$ cat src/hpr_pkg.sv
// Constants and types for the host port ready logic.
// Assumes one 125 MHz clock and a synchronous active-high reset.
// Function
// - Strobe is not(ds1 xor ds2) or select.
// - Back-to-back address writes may hold ready low.
// - Address write after read-ahead may stall.
// - Data write stalls while buffer full/flushing.
// - Address write waits for pending write data.
// - Auto-increment read miss stalls first half.
// - Fixed data read first half waits fetch.
// - Auto-increment read hit keeps ready high.
// - Second half of fixed read never stalls.
// - Control and address reads never stall.
// - Buffered read data driven at strobe fall.
// - After data write, full buffer drops ready.
// - After address write, ready low while busy.
// - Fixed data write stalls after second half.
// - Otherwise writes keep ready high.
package hpr_pkg;

   localparam int HPR_HALF_W = 16;
   localparam int HPR_WORD_W = 32;
   localparam int HPR_PIN_W  = 23;

   // Register select codes on the two control pins.
   localparam logic [1:0] HPR_SEL_CTRL  = 2'h0;
   localparam logic [1:0] HPR_SEL_ADDR  = 2'h1;
   localparam logic [1:0] HPR_SEL_DINC  = 2'h2;
   localparam logic [1:0] HPR_SEL_DFIX  = 2'h3;

   localparam logic       HPR_HW_FIRST  = 1'h0;
   localparam logic [1:0] HPR_BUF_FULL  = 2'h2;
   localparam logic [1:0] HPR_BUF_ONE   = 2'h1;
   localparam logic [1:0] HPR_BUF_EMPTY = 2'h0;

   typedef enum logic [2:0] {
      HPR_ST_IDLE  = 3'b000,
      HPR_ST_HOLD  = 3'b001,
      HPR_ST_ACT   = 3'b010,
      HPR_ST_POST  = 3'b011,
      HPR_ST_FETCH = 3'b100
   } hpr_state_t;

endpackage : hpr_pkg

$ cat src/hpr_sync.sv
// Two-stage synchroniser for a group of host pins.
// Assumes the pins are asynchronous to clk_sys_in.
`timescale 1ns/1ps
module hpr_sync
   import hpr_pkg::*;
#(
   parameter int W = HPR_PIN_W
) (
   input  wire logic         clk_sys_in,
   input  wire logic         reset_in,
   input  wire logic [W-1:0] sync_in,
   output logic [W-1:0]      sync_out
);

   typedef struct packed {
      logic [W-1:0] s1;
      logic [W-1:0] s2;
   } hpr_sync_t;

   hpr_sync_t q, d;

   always_comb begin
      d    = q;
      d.s1 = sync_in;
      d.s2 = q.s1;
   end

   // Strobes idle high, so the stages reset to all ones.
   always_ff @(posedge clk_sys_in) begin
      if (reset_in) begin
         q <= '1;
      end else begin
         q <= d;
      end
   end

   assign sync_out = q.s2;

endmodule : hpr_sync

$ cat src/hpr_buf.sv
// Two-entry buffer with valid and ready on both sides.
// Assumes both sides sit on clk_sys_in.
`timescale 1ns/1ps
module hpr_buf
   import hpr_pkg::*;
#(
   parameter int W = HPR_WORD_W + 1
) (
   input  wire logic         clk_sys_in,
   input  wire logic         reset_in,
   input  wire logic         in_valid_in,
   output logic              in_ready_out,
   input  wire logic [W-1:0] in_data_in,
   output logic              out_valid_out,
   input  wire logic         out_ready_in,
   output logic [W-1:0]      out_data_out,
   output logic [1:0]        count_out
);

   typedef struct packed {
      logic [W-1:0] m0;
      logic [W-1:0] m1;
      logic [1:0]   cnt;
   } hpr_buf_t;

   hpr_buf_t q, d;
   logic     push;
   logic     pop;

   assign in_ready_out  = (q.cnt != HPR_BUF_FULL);
   assign out_valid_out = (q.cnt != HPR_BUF_EMPTY);
   assign out_data_out  = q.m0;
   assign count_out     = q.cnt;
   assign push          = in_valid_in & in_ready_out;
   assign pop           = out_valid_out & out_ready_in;

   always_comb begin
      d = q;
      if (pop) begin
         d.m0  = q.m1;
         d.cnt = q.cnt - HPR_BUF_ONE;
      end
      if (push) begin
         if (d.cnt == HPR_BUF_EMPTY) begin
            d.m0 = in_data_in;
         end else begin
            d.m1 = in_data_in;
         end
         d.cnt = d.cnt + HPR_BUF_ONE;
      end
   end

   always_ff @(posedge clk_sys_in) begin
      if (reset_in) begin
         q <= '0;
      end else begin
         q <= d;
      end
   end

endmodule : hpr_buf

$ cat src/hpr_ready_logic.sv
// Ready and strobe logic of the 16-bit multiplexed host port.
// Assumes host pins are asynchronous and the device side sits on
// clk_sys_in; the host waits for ready before moving on.
`timescale 1ns/1ps
module hpr_ready_logic
   import hpr_pkg::*;
(
   input  wire logic                  clk_sys_in,
   input  wire logic                  reset_in,
   input  wire logic                  host_chip_select_in,
   input  wire logic                  host_data_strobe_one_in,
   input  wire logic                  host_data_strobe_two_in,
   input  wire logic                  host_read_not_write_in,
   input  wire logic [1:0]            host_reg_select_in,
   input  wire logic                  host_half_word_in,
   input  wire logic [HPR_HALF_W-1:0] host_data_bus_in,
   output logic [HPR_HALF_W-1:0]      host_data_bus_out,
   output logic                       host_data_bus_oe_out,
   output logic                       host_ready_out,
   input  wire logic [HPR_WORD_W-1:0] ctrl_value_in,
   output logic [HPR_WORD_W-1:0]      reg_word_out,
   output logic                       ctrl_write_out,
   output logic                       addr_write_out,
   input  wire logic                  addr_busy_in,
   input  wire logic                  read_ahead_busy_in,
   input  wire logic                  flushing_in,
   input  wire logic                  wr_fifo_empty_in,
   output logic                       wr_valid_out,
   input  wire logic                  wr_ready_in,
   output logic [HPR_WORD_W-1:0]      wr_word_out,
   output logic                       wr_auto_inc_out,
   input  wire logic                  rd_avail_in,
   input  wire logic [HPR_WORD_W-1:0] rd_data_in,
   output logic                       rd_take_out,
   output logic                       fetch_req_out,
   input  wire logic                  fetch_done_in,
   input  wire logic [HPR_WORD_W-1:0] fetch_data_in
);

   ////////////////////////////////////////////////////////////////////
   // Pin synchronisation and strobe forming.

   typedef struct packed {
      hpr_state_t                  st;
      logic                        rdy;
      logic                        oe;
      logic [HPR_HALF_W-1:0]       dout;
      logic [HPR_HALF_W-1:0]       lo;
      logic [HPR_WORD_W-1:0]       rword;
      logic [HPR_WORD_W-1:0]       addr;
      logic [HPR_WORD_W-1:0]       word;
      logic [1:0]                  sel;
      logic                        rnw;
      logic                        hw;
      logic                        last_addr;
      logic                        strb_prev;
      logic                        fetch;
      logic                        take;
      logic                        push;
      logic                        awr;
      logic                        cwr;
   } hpr_core_t;

   hpr_core_t             q, d;
   logic [HPR_PIN_W-1:0]  pins_s;
   logic                  s_cs;
   logic                  s_ds1;
   logic                  s_ds2;
   logic                  s_rnw;
   logic [1:0]            s_sel;
   logic                  s_hw;
   logic [HPR_HALF_W-1:0] s_data;
   logic                  strb_n;
   logic                  fall;
   logic                  rise;
   logic                  buf_in_ready;
   logic                  buf_out_valid;
   logic [1:0]            buf_count;
   logic                  wr_pending;
   logic [1:0]            cur_sel;
   logic                  hold_w;
   logic                  post_hold;
   logic [HPR_HALF_W-1:0] rd_imm;

   hpr_sync #(
      .W (HPR_PIN_W)
   ) u_sync (
      .clk_sys_in (clk_sys_in),
      .reset_in   (reset_in),
      .sync_in    ({host_chip_select_in, host_data_strobe_one_in,
                    host_data_strobe_two_in, host_read_not_write_in,
                    host_reg_select_in, host_half_word_in,
                    host_data_bus_in}),
      .sync_out   (pins_s)
   );

   assign {s_cs, s_ds1, s_ds2, s_rnw, s_sel, s_hw, s_data} = pins_s;

   // Either data strobe may start the access; select gates both.
   assign strb_n = ~(s_ds1 ^ s_ds2) | s_cs;
   assign fall   = q.strb_prev & ~strb_n;
   assign rise   = ~q.strb_prev & strb_n;

   ////////////////////////////////////////////////////////////////////
   // Write word buffer toward the write FIFO.

   hpr_buf #(
      .W (HPR_WORD_W + 1)
   ) u_buf (
      .clk_sys_in    (clk_sys_in),
      .reset_in      (reset_in),
      .in_valid_in   (q.push),
      .in_ready_out  (buf_in_ready),
      .in_data_in    ({q.sel == HPR_SEL_DINC, q.word}),
      .out_valid_out (buf_out_valid),
      .out_ready_in  (wr_ready_in),
      .out_data_out  ({wr_auto_inc_out, wr_word_out}),
      .count_out     (buf_count)
   );

   assign wr_valid_out = buf_out_valid;
   assign wr_pending   = buf_out_valid | ~wr_fifo_empty_in;
   assign cur_sel      = (q.st == HPR_ST_IDLE) ? s_sel : q.sel;

   ////////////////////////////////////////////////////////////////////
   // Stall decisions.

   always_comb begin
      hold_w = 1'b0;
      unique case (cur_sel)
         HPR_SEL_ADDR: begin
            hold_w = (q.last_addr & addr_busy_in)
                   | read_ahead_busy_in
                   | wr_pending;
         end
         HPR_SEL_DINC, HPR_SEL_DFIX:
            hold_w = ~buf_in_ready | flushing_in;
         HPR_SEL_CTRL: hold_w = 1'b0;
      endcase
   end

   always_comb begin
      post_hold = 1'b0;
      unique case (q.sel)
         HPR_SEL_ADDR: post_hold = q.awr | addr_busy_in;
         HPR_SEL_DFIX: post_hold = q.push | wr_pending;
         HPR_SEL_DINC: post_hold = q.push | ~buf_in_ready;
         HPR_SEL_CTRL: post_hold = 1'b0;
      endcase
   end

   // Half-words that are ready at the strobe fall.
   always_comb begin
      rd_imm = '0;
      unique case (s_sel)
         HPR_SEL_CTRL: begin
            rd_imm = s_hw ? ctrl_value_in[HPR_WORD_W-1:HPR_HALF_W]
                          : ctrl_value_in[HPR_HALF_W-1:0];
         end
         HPR_SEL_ADDR: begin
            rd_imm = s_hw ? q.addr[HPR_WORD_W-1:HPR_HALF_W]
                          : q.addr[HPR_HALF_W-1:0];
         end
         HPR_SEL_DINC, HPR_SEL_DFIX: begin
            rd_imm = s_hw ? q.rword[HPR_WORD_W-1:HPR_HALF_W]
                          : rd_data_in[HPR_HALF_W-1:0];
         end
      endcase
   end

   ////////////////////////////////////////////////////////////////////
   // Access sequencer.

   always_comb begin
      d           = q;
      d.strb_prev = strb_n;
      d.fetch     = 1'b0;
      d.take      = 1'b0;
      d.push      = 1'b0;
      d.awr       = 1'b0;
      d.cwr       = 1'b0;
      unique case (q.st)
         HPR_ST_IDLE: begin
            if (fall) begin
               d.sel = s_sel;
               d.rnw = s_rnw;
               d.hw  = s_hw;
               if (s_rnw && s_sel == HPR_SEL_DFIX &&
                   s_hw == HPR_HW_FIRST) begin
                  d.fetch = 1'b1;
                  d.rdy   = 1'b0;
                  d.st    = HPR_ST_FETCH;
               end else if (s_rnw && s_sel == HPR_SEL_DINC &&
                            s_hw == HPR_HW_FIRST && !rd_avail_in) begin
                  d.rdy = 1'b0;
                  d.st  = HPR_ST_HOLD;
               end else if (s_rnw) begin
                  // Data already sits here, so no ready wait.
                  d.dout = rd_imm;
                  d.oe   = 1'b1;
                  d.st   = HPR_ST_ACT;
                  if (s_sel == HPR_SEL_DINC && s_hw == HPR_HW_FIRST) begin
                     d.rword = rd_data_in;
                  end
               end else if (hold_w) begin
                  d.rdy = 1'b0;
                  d.st  = HPR_ST_HOLD;
               end else begin
                  d.st = HPR_ST_ACT;
               end
            end
         end
         HPR_ST_HOLD: begin
            if (strb_n) begin
               // The host gave up; end quietly rather than lock up.
               d.rdy = 1'b1;
               d.st  = HPR_ST_IDLE;
            end else if (q.rnw) begin
               if (rd_avail_in) begin
                  d.rword = rd_data_in;
                  d.dout  = rd_data_in[HPR_HALF_W-1:0];
                  d.oe    = 1'b1;
                  d.rdy   = 1'b1;
                  d.st    = HPR_ST_ACT;
               end
            end else if (!hold_w) begin
               d.rdy = 1'b1;
               d.st  = HPR_ST_ACT;
            end
         end
         HPR_ST_FETCH: begin
            if (strb_n) begin
               d.rdy = 1'b1;
               d.st  = HPR_ST_IDLE;
            end else if (fetch_done_in) begin
               d.rword = fetch_data_in;
               d.dout  = fetch_data_in[HPR_HALF_W-1:0];
               d.oe    = 1'b1;
               d.rdy   = 1'b1;
               d.st    = HPR_ST_ACT;
            end
         end
         HPR_ST_ACT: begin
            if (rise) begin
               d.oe = 1'b0;
               d.st = HPR_ST_IDLE;
               if (q.rnw) begin
                  d.last_addr = 1'b0;
                  d.take = (q.sel == HPR_SEL_DINC) &&
                           (q.hw == HPR_HW_FIRST);
               end else if (q.hw == HPR_HW_FIRST) begin
                  d.lo = s_data;
               end else begin
                  d.word      = {s_data, q.lo};
                  d.last_addr = (q.sel == HPR_SEL_ADDR);
                  unique case (q.sel)
                     HPR_SEL_CTRL: d.cwr = 1'b1;
                     HPR_SEL_ADDR: begin
                        d.addr = {s_data, q.lo};
                        d.awr  = 1'b1;
                        d.rdy  = 1'b0;
                        d.st   = HPR_ST_POST;
                     end
                     HPR_SEL_DFIX: begin
                        d.push = 1'b1;
                        d.rdy  = 1'b0;
                        d.st   = HPR_ST_POST;
                     end
                     HPR_SEL_DINC: begin
                        d.push = 1'b1;
                        // One entry held means full once this lands.
                        if (buf_count != HPR_BUF_EMPTY) begin
                           d.rdy = 1'b0;
                           d.st  = HPR_ST_POST;
                        end
                     end
                  endcase
               end
            end
         end
         HPR_ST_POST: begin
            if (!post_hold) begin
               d.rdy = 1'b1;
               d.st  = HPR_ST_IDLE;
            end
         end
         default: begin
            d.rdy = 1'b1;
            d.oe  = 1'b0;
            d.st  = HPR_ST_IDLE;
         end
      endcase
   end

   always_ff @(posedge clk_sys_in) begin
      if (reset_in) begin
         q           <= '0;
         q.st        <= HPR_ST_IDLE;
         q.rdy       <= 1'b1;
         q.strb_prev <= 1'b1;
      end else begin
         q <= d;
      end
   end

   assign host_data_bus_out    = q.dout;
   assign host_data_bus_oe_out = q.oe;
   assign host_ready_out       = q.rdy;
   assign reg_word_out         = q.word;
   assign ctrl_write_out       = q.cwr;
   assign addr_write_out       = q.awr;
   assign rd_take_out          = q.take;
   assign fetch_req_out        = q.fetch;

   logic idle_fall;
   assign idle_fall = (q.st == HPR_ST_IDLE) && fall;
endmodule : hpr_ready_logic

$ cat config.mk
export PLATFORM = sky130hd
export DESIGN_NAME = hpr_ready_logic
export DESIGN_NICKNAME = d
export VERILOG_FILES = /design/src/hpr_pkg.sv /design/src/hpr_sync.sv /design/src/hpr_buf.sv /design/src/hpr_ready_logic.sv
export SDC_FILE = /design/constraint.sdc
export NUM_CORES = 1
export LEC_CHECK = 0
export BUFFER_PORTS_ARGS = -buffer_cell sky130_fd_sc_hd__buf_2
export CAP_MARGIN = 20
export CELL_PAD_IN_SITES_DETAIL_PLACEMENT = 1
export CELL_PAD_IN_SITES_GLOBAL_PLACEMENT = 2
export CORE_UTILIZATION = 33
export DETAILED_ROUTE_END_ITERATION = 8
export PLACE_DENSITY = 0.86
export RECOVER_POWER = 25
export SLEW_MARGIN = 5
export SYNTH_ARGS = -nofsm -noshare
export SYNTH_HDL_FRONTEND = slang
export SYNTH_HIERARCHICAL = 1
export SYNTH_SLANG_ARGS = --single-unit
$ cat constraint.sdc
create_clock -name clk_sys_in -period 2.82 [get_ports clk_sys_in]
set_clock_uncertainty 0.1 [all_clocks]
set_input_delay 0.282 -clock clk_sys_in [delete_from_list [all_inputs] [get_ports clk_sys_in]]
set_output_delay 0.282 -clock clk_sys_in [all_outputs]
set_load 0.02 [all_outputs]
* Yosys cells after proc, flatten, opt, wreduce, memory -nomap -nowiden *
Index checks and enable logic that the tools add are counted.

operators by class
  add/subtract/negate cells = 2
  reductions and logical operators = 34
  equal/unequal tests = 35
  multiplexer cells = 57
  bitwise operators = 28

operators by type and width
  cell                  number
  $mux W32              10
  $mux W17              6
  $mux W33              3
  $pmux W16 S3          2
  $pmux W32 S3          1
  $mux W68              1
  $mux W21              3
  $mux W16              3
  $mux W4               8
  $ne A2 B2 Y1 const B  14
  $reduce_and A11 Y1    2
  $pmux W4 S5           1
  $ne A4 B4 Y1 const B  4
  $not A1 Y1            14
  $eq A2 B2 Y1 const B  6
  $reduce_and A12 Y1    1
  $reduce_and A10 Y1    1
  $logic_not A2 Y1      4
  $mux W1               8
  $mux W2               4
  $or A1 B1 Y1          8
  $pmux W4 S2           1
  $reduce_and A4 Y1     2
  $reduce_or A2 Y1      4
  other kinds (28)      45

storage, ports and cells
  register bits after elaboration = 258
  output and inout bits = 88

* Depth between registers and ports, before layout *
  depth after elaboration = 11
  mapped depth = 11

* Cells and area by module *
The synthesis kept the hierarchy.

modules (own cells, without submodules)
  module           cells each  sequential area each (um2)  times used  area each (um2)
  hpr_ready_logic  719         2562.5                      1           6406.1
  hpr_buf          346         1361.3                      1           3103.0
  hpr_sync         96          920.9                       1           1253.7

* Least setup slack after synthesis *
No wires, ideal clock.

  kind = reg2reg
  from = register u_buf.q, in the netlist u_buf/count_out[0]
  to = register u_buf/q[10] in the netlist's numbering
  setup time = 132 ps
  period minus slack after synthesis = 2359 ps
  setup slack = 461 ps
  cell stages (with the launch flop) = 12
  path buffers = 3
  arrival = 2127 ps
  required time = 2588 ps
  path through = dfxtp_1 -> inv_1 -> ha_1 -> nand2b_4 -> buf_6 -> mux2_4 -> ha_1 -> or3b_1 -> buf_6 -> buf_6 -> nand2_1 -> a21oi_1

on the way
  cells in the longest elaborated chain, start to end = 6

ends and longest elaborated chain
  item                                                   RTL line       RTL
  from (decl)                                            hpr_buf.sv:26  hpr_buf_t q, d;
  from (signal assigned)                                 hpr_buf.sv:55  q <= '0;
  from (signal assigned)                                 hpr_buf.sv:57  q <= d;
  branches (longest 5 deep; another with $sub A2 B1 Y2)  --
  $reduce_and A2 Y1 (no source line) (*)                 --

Every way passes the cells marked *.
A chain may end at the register's enable or synchronous reset.

* Worst setup path after layout *
  from = register q[141] in the netlist's numbering
  to = register q[102] in the netlist's numbering

on the way
  cells in the longest elaborated chain, start to end = 3

ends and longest elaborated chain
  item                                                         RTL line                RTL
  from (decl)                                                  hpr_ready_logic.sv:64   hpr_core_t q, d;
  $eq A3 B1 Y1, or another cell as far along                   hpr_ready_logic.sv:182  unique case (q.st)
  $ne A2 B2 Y1 (no source line), or another cell as far along  --
  $reduce_and A11 Y1 (no source line)                          --

Parallel ways exist; a longest one is shown, timed or not.

==> impl_metrics.env <==
export IMPL_outcome="finished, violations left"
export IMPL_violations="capacitance limit, slew limit"
export IMPL_die_area_um2=33300
export IMPL_hold_viol_final=0
export IMPL_core_um2=31800
export IMPL_dr_pass1_iters=4
export IMPL_io_buffers=215
export IMPL_synth_simple_area_share_pct=15.7
export IMPL_rsz0062_at_grt="false"
export IMPL_arrival_ns=2.90
export IMPL_rrSetupSlack_ns=0.21
export IMPL_grt_overflow_total=0
export IMPL_p_seq_share_pct=40.7
export IMPL_critical_path_required_ns=3.11
export IMPL_cts_inserted_buffers=28
export IMPL_timing_rr_start="q[141]$_SDFFE_PP0P_"
export IMPL_irDropWorstVdd_v=0.000437
export IMPL_synth_main_ff_cell="dfxtp_1"
export IMPL_synthToLayoutAreaGrowth_pct=18.0
export IMPL_tritoncts="yes"
export IMPL_grt_pass1_wl_um=50000
export IMPL_grt_total_usage_pct=19.0
export IMPL_yosys_warnings=6
export IMPL_vias=8635
export IMPL_post_route_util_pct=40.0
export IMPL_r2r_end="q[102]$_SDFFE_PP0P_"
export IMPL_intPower_uw=6530
export IMPL_grt_pass1_vias=8871
export IMPL_drt_iter0_markers=522
export IMPL_hold_end="q[105]$_SDFFE_PP0P_"
export IMPL_synth_compound_area_share_pct=16.2
export IMPL_synth_edf_count=0
export IMPL_critical_path_startpoint_type="flop"
export IMPL_relSlewSlack_pct=-2.34
export IMPL_synth_mux_area_fraction_pct=11.8
export IMPL_min_period_over_period_pct=92.6
export IMPL_dpl_hpwl_um=23100
export IMPL_drtAntennaViolNets=0
export IMPL_clock_latency_ns=0.54
export IMPL_power_share_combinational_pct=17.5
export IMPL_finalCriticalPeriod_ns=2.61
export IMPL_viasPerCell=4.94
export IMPL_synthArstFlopShare_pct=0
export IMPL_placementRows=65
export IMPL_avgSynthCellArea_um2=9.27
export IMPL_die_y_um=183
export IMPL_fin_nets=1421
export IMPL_fmax_mhz=383
export IMPL_seq_area_frac_synth_pct=45.0
export IMPL_hp_start="rd_data_in[30]"
export IMPL_cp_max_fo=20
export IMPL_synth_nets=1292
export IMPL_syn_cell_area_um2=10800
export IMPL_finalSetupViolCount=0
export IMPL_synth_xor_area_share_pct=0.233
export IMPL_htreeDepth=1
export IMPL_switching_power_uw=2660
export IMPL_cts_sinks=242
export IMPL_drc=0
export IMPL_layout_drive_gt1_share_pct=23.9
export IMPL_pwr_share_clk_pct=41.8
export IMPL_wl_um=32500
export IMPL_synth_top_family_by_area="compound AO/OA/AOI/OAI gates"
export IMPL_r2r_cells=6
export IMPL_gp_congestion=0.825
export IMPL_cap_violations=1
export IMPL_cts_resized_gates=0
export IMPL_endpoint_kind="flop"
export IMPL_grt_max_degree=146
export IMPL_die_w_um=183
export IMPL_tns_ns=0
export IMPL_clkTransAtPathRegs_ns=0.06
export IMPL_cts_root_buf="clkbuf_16"
export IMPL_switching_share_pct=28.9
export IMPL_hold_class="in2reg"
export IMPL_yosys_area_share_adder_pct=0.349
export IMPL_synth_cell_type_count=61
export IMPL_worst_pin_slew_ns=1.54
export IMPL_wl_per_cell_um=18.6
export IMPL_syn_inst=1161
export IMPL_antenna_found_initial=2
export IMPL_num_io_pins=216
export IMPL_critical_path_class="reg2reg"
export IMPL_drv_slew=146
export IMPL_synth_seq_cells=242
export IMPL_cts_buffer_depth=3
export IMPL_initial_core_util_pct=33.8
export IMPL_power_density_nw_per_um2=723
export IMPL_hold_depth=3
export IMPL_power_leakage_uw=0.00515
-- worst max path at each step --
stage	start	to	slack (ns)
2_1_floorplan	u_buf/count_out[0]$_SDFF_PP0_	u_buf/q[10]$_SDFFE_PP0P_	0.46
3_3_place_gp	u_buf/count_out[0]$_SDFF_PP0_	u_buf/q[29]$_SDFFE_PP0P_	0.47
3_5_place_dp	u_buf/count_out[0]$_SDFF_PP0_	u_buf/q[32]$_SDFFE_PP0P_	0.39
4_1_cts	q[141]$_SDFFE_PP0P_	q[101]$_SDFFE_PP0P_	0.28
5_1_grt	q[141]$_SDFFE_PP0P_	q[102]$_SDFFE_PP0P_	0.04
6_report	q[141]$_SDFFE_PP0P_	q[102]$_SDFFE_PP0P_	0.21
-- synthesized netlist by cell type (7+ instances only) --
library cell / count / area share (%)
buf_6: 18 / 1.9
nor3_1: 16 / 0.74
mux2i_1: 68 / 6.3
a21oi_1: 109 / 5.1
a211oi_1: 68 / 4.7
buf_2: 27 / 1.3
mux2_2: 27 / 2.8
nor2_1: 86 / 3.0
o22ai_1: 12 / 0.70
nor2b_1: 7 / 0.41
buf_4: 83 / 5.8
dfxtp_1: 242 / 45
nand2_1: 174 / 6.1
clkbuf_1: 40 / 1.4
inv_1: 11 / 0.38
mux4_2: 12 / 2.5
o21ai_0: 10 / 0.47
a22o_1: 35 / 2.8
or2_1: 46 / 2.7
-- state kept, by name (all words and copies together), names as in the netlist --
name                  count
host_data_bus_oe_out      1
ctrl_write_out            1
fetch_req_out             1
host_ready_out            1
u_buf/out_data_out       33
u_buf/count_out           2
host_data_bus_out        16
addr_write_out            1
q                        74
reg_word_out             32
u_buf/q                  33
u_sync/d                 23
rd_take_out               1
u_sync/sync_out          23
-- final cells by class --
type	instances	area, um2
timing repair buffer	267	1500
tap	435	544
inverter	12	45.0
clock inverter	20	244
fill	3702	19100
multi-input combinational	739	4770
clock buffer	32	746
antenna	2	5.00
sequential	242	4840
-- repair_timing --
item | in CTS | in global routing
endpoints found under the hold margin | 25 | 0
setup buffers | 0 | 0
setup endpoints to repair | 0 | 0
hold buffers | 27 | 0
-- per-layer routing --
metal,track usage [%],vias up,routed length [um]
met5,0,-,0
li1,-,4210,-
met3,3.15,62,1380
met4,6.29,0,947
met1,24.3,4151,14400
met2,32.4,212,15800
-- critical path: stages (launching register included) --
cell	delay [ns]
dfxtp_1	0.47
nor2_1	0.47
and2_1	0.20
buf_4	0.32
mux2i_1	0.24
dlygate4sd3_1	0.57
a211oi_1	0.07
-- per-stage QoR --
step	area (um2)	hold slack (ns)	cells	setup slack [ns]	power, uW
after global placement	11500	0.285	1668	0.471	5350
after CTS	12800	0.000146	1747	0.284	9290
final	12700	0.00582	1749	0.210	9190
after detailed placement	11500	0.292	1668	0.391	5390
after floorplan	10800	0.279	1161	0.461	4980
after global routing	12700	0.0344	1749	0.0443	9580
-- power groups by stage --
stage               clock network, uW  registers, uW  logic, uW
CTS                              3930           3740       1620
finish                           3840           3740       1610
global placement                    0           3800       1540
global route                     4070           3760       1750
floorplan                           0           3750       1220
detailed placement                  0           3810       1580
-- cell usage in the layout (no fill, tap or decap), types with 11 or more instances in the layout --
cell	instances
clkbuf_1	38
nand2_1	174
o22ai_1	12
or2_1	39
dfxtp_1	242
buf_2	177
a211oi_1	68
a22o_1	35
a21oi_1	108
nor2_1	85
inv_1	11
dlygate4sd3_1	27
mux2_2	27
buf_4	23
mux4_2	12
nor3_1	16
mux2i_1	68
clkbuf_16	28
-- kinds of logic after synthesis --
kind of cell / Yosys count
AO/OA/AOI/OAI: 260
XOR/XNOR: 2
adder cells (fa/ha/maj): 3
buffers and inverters: 180
flip-flops: 242
multiplexers: 108
AND/OR/NAND/NOR: 366
(Power assumes the default switching activity.)
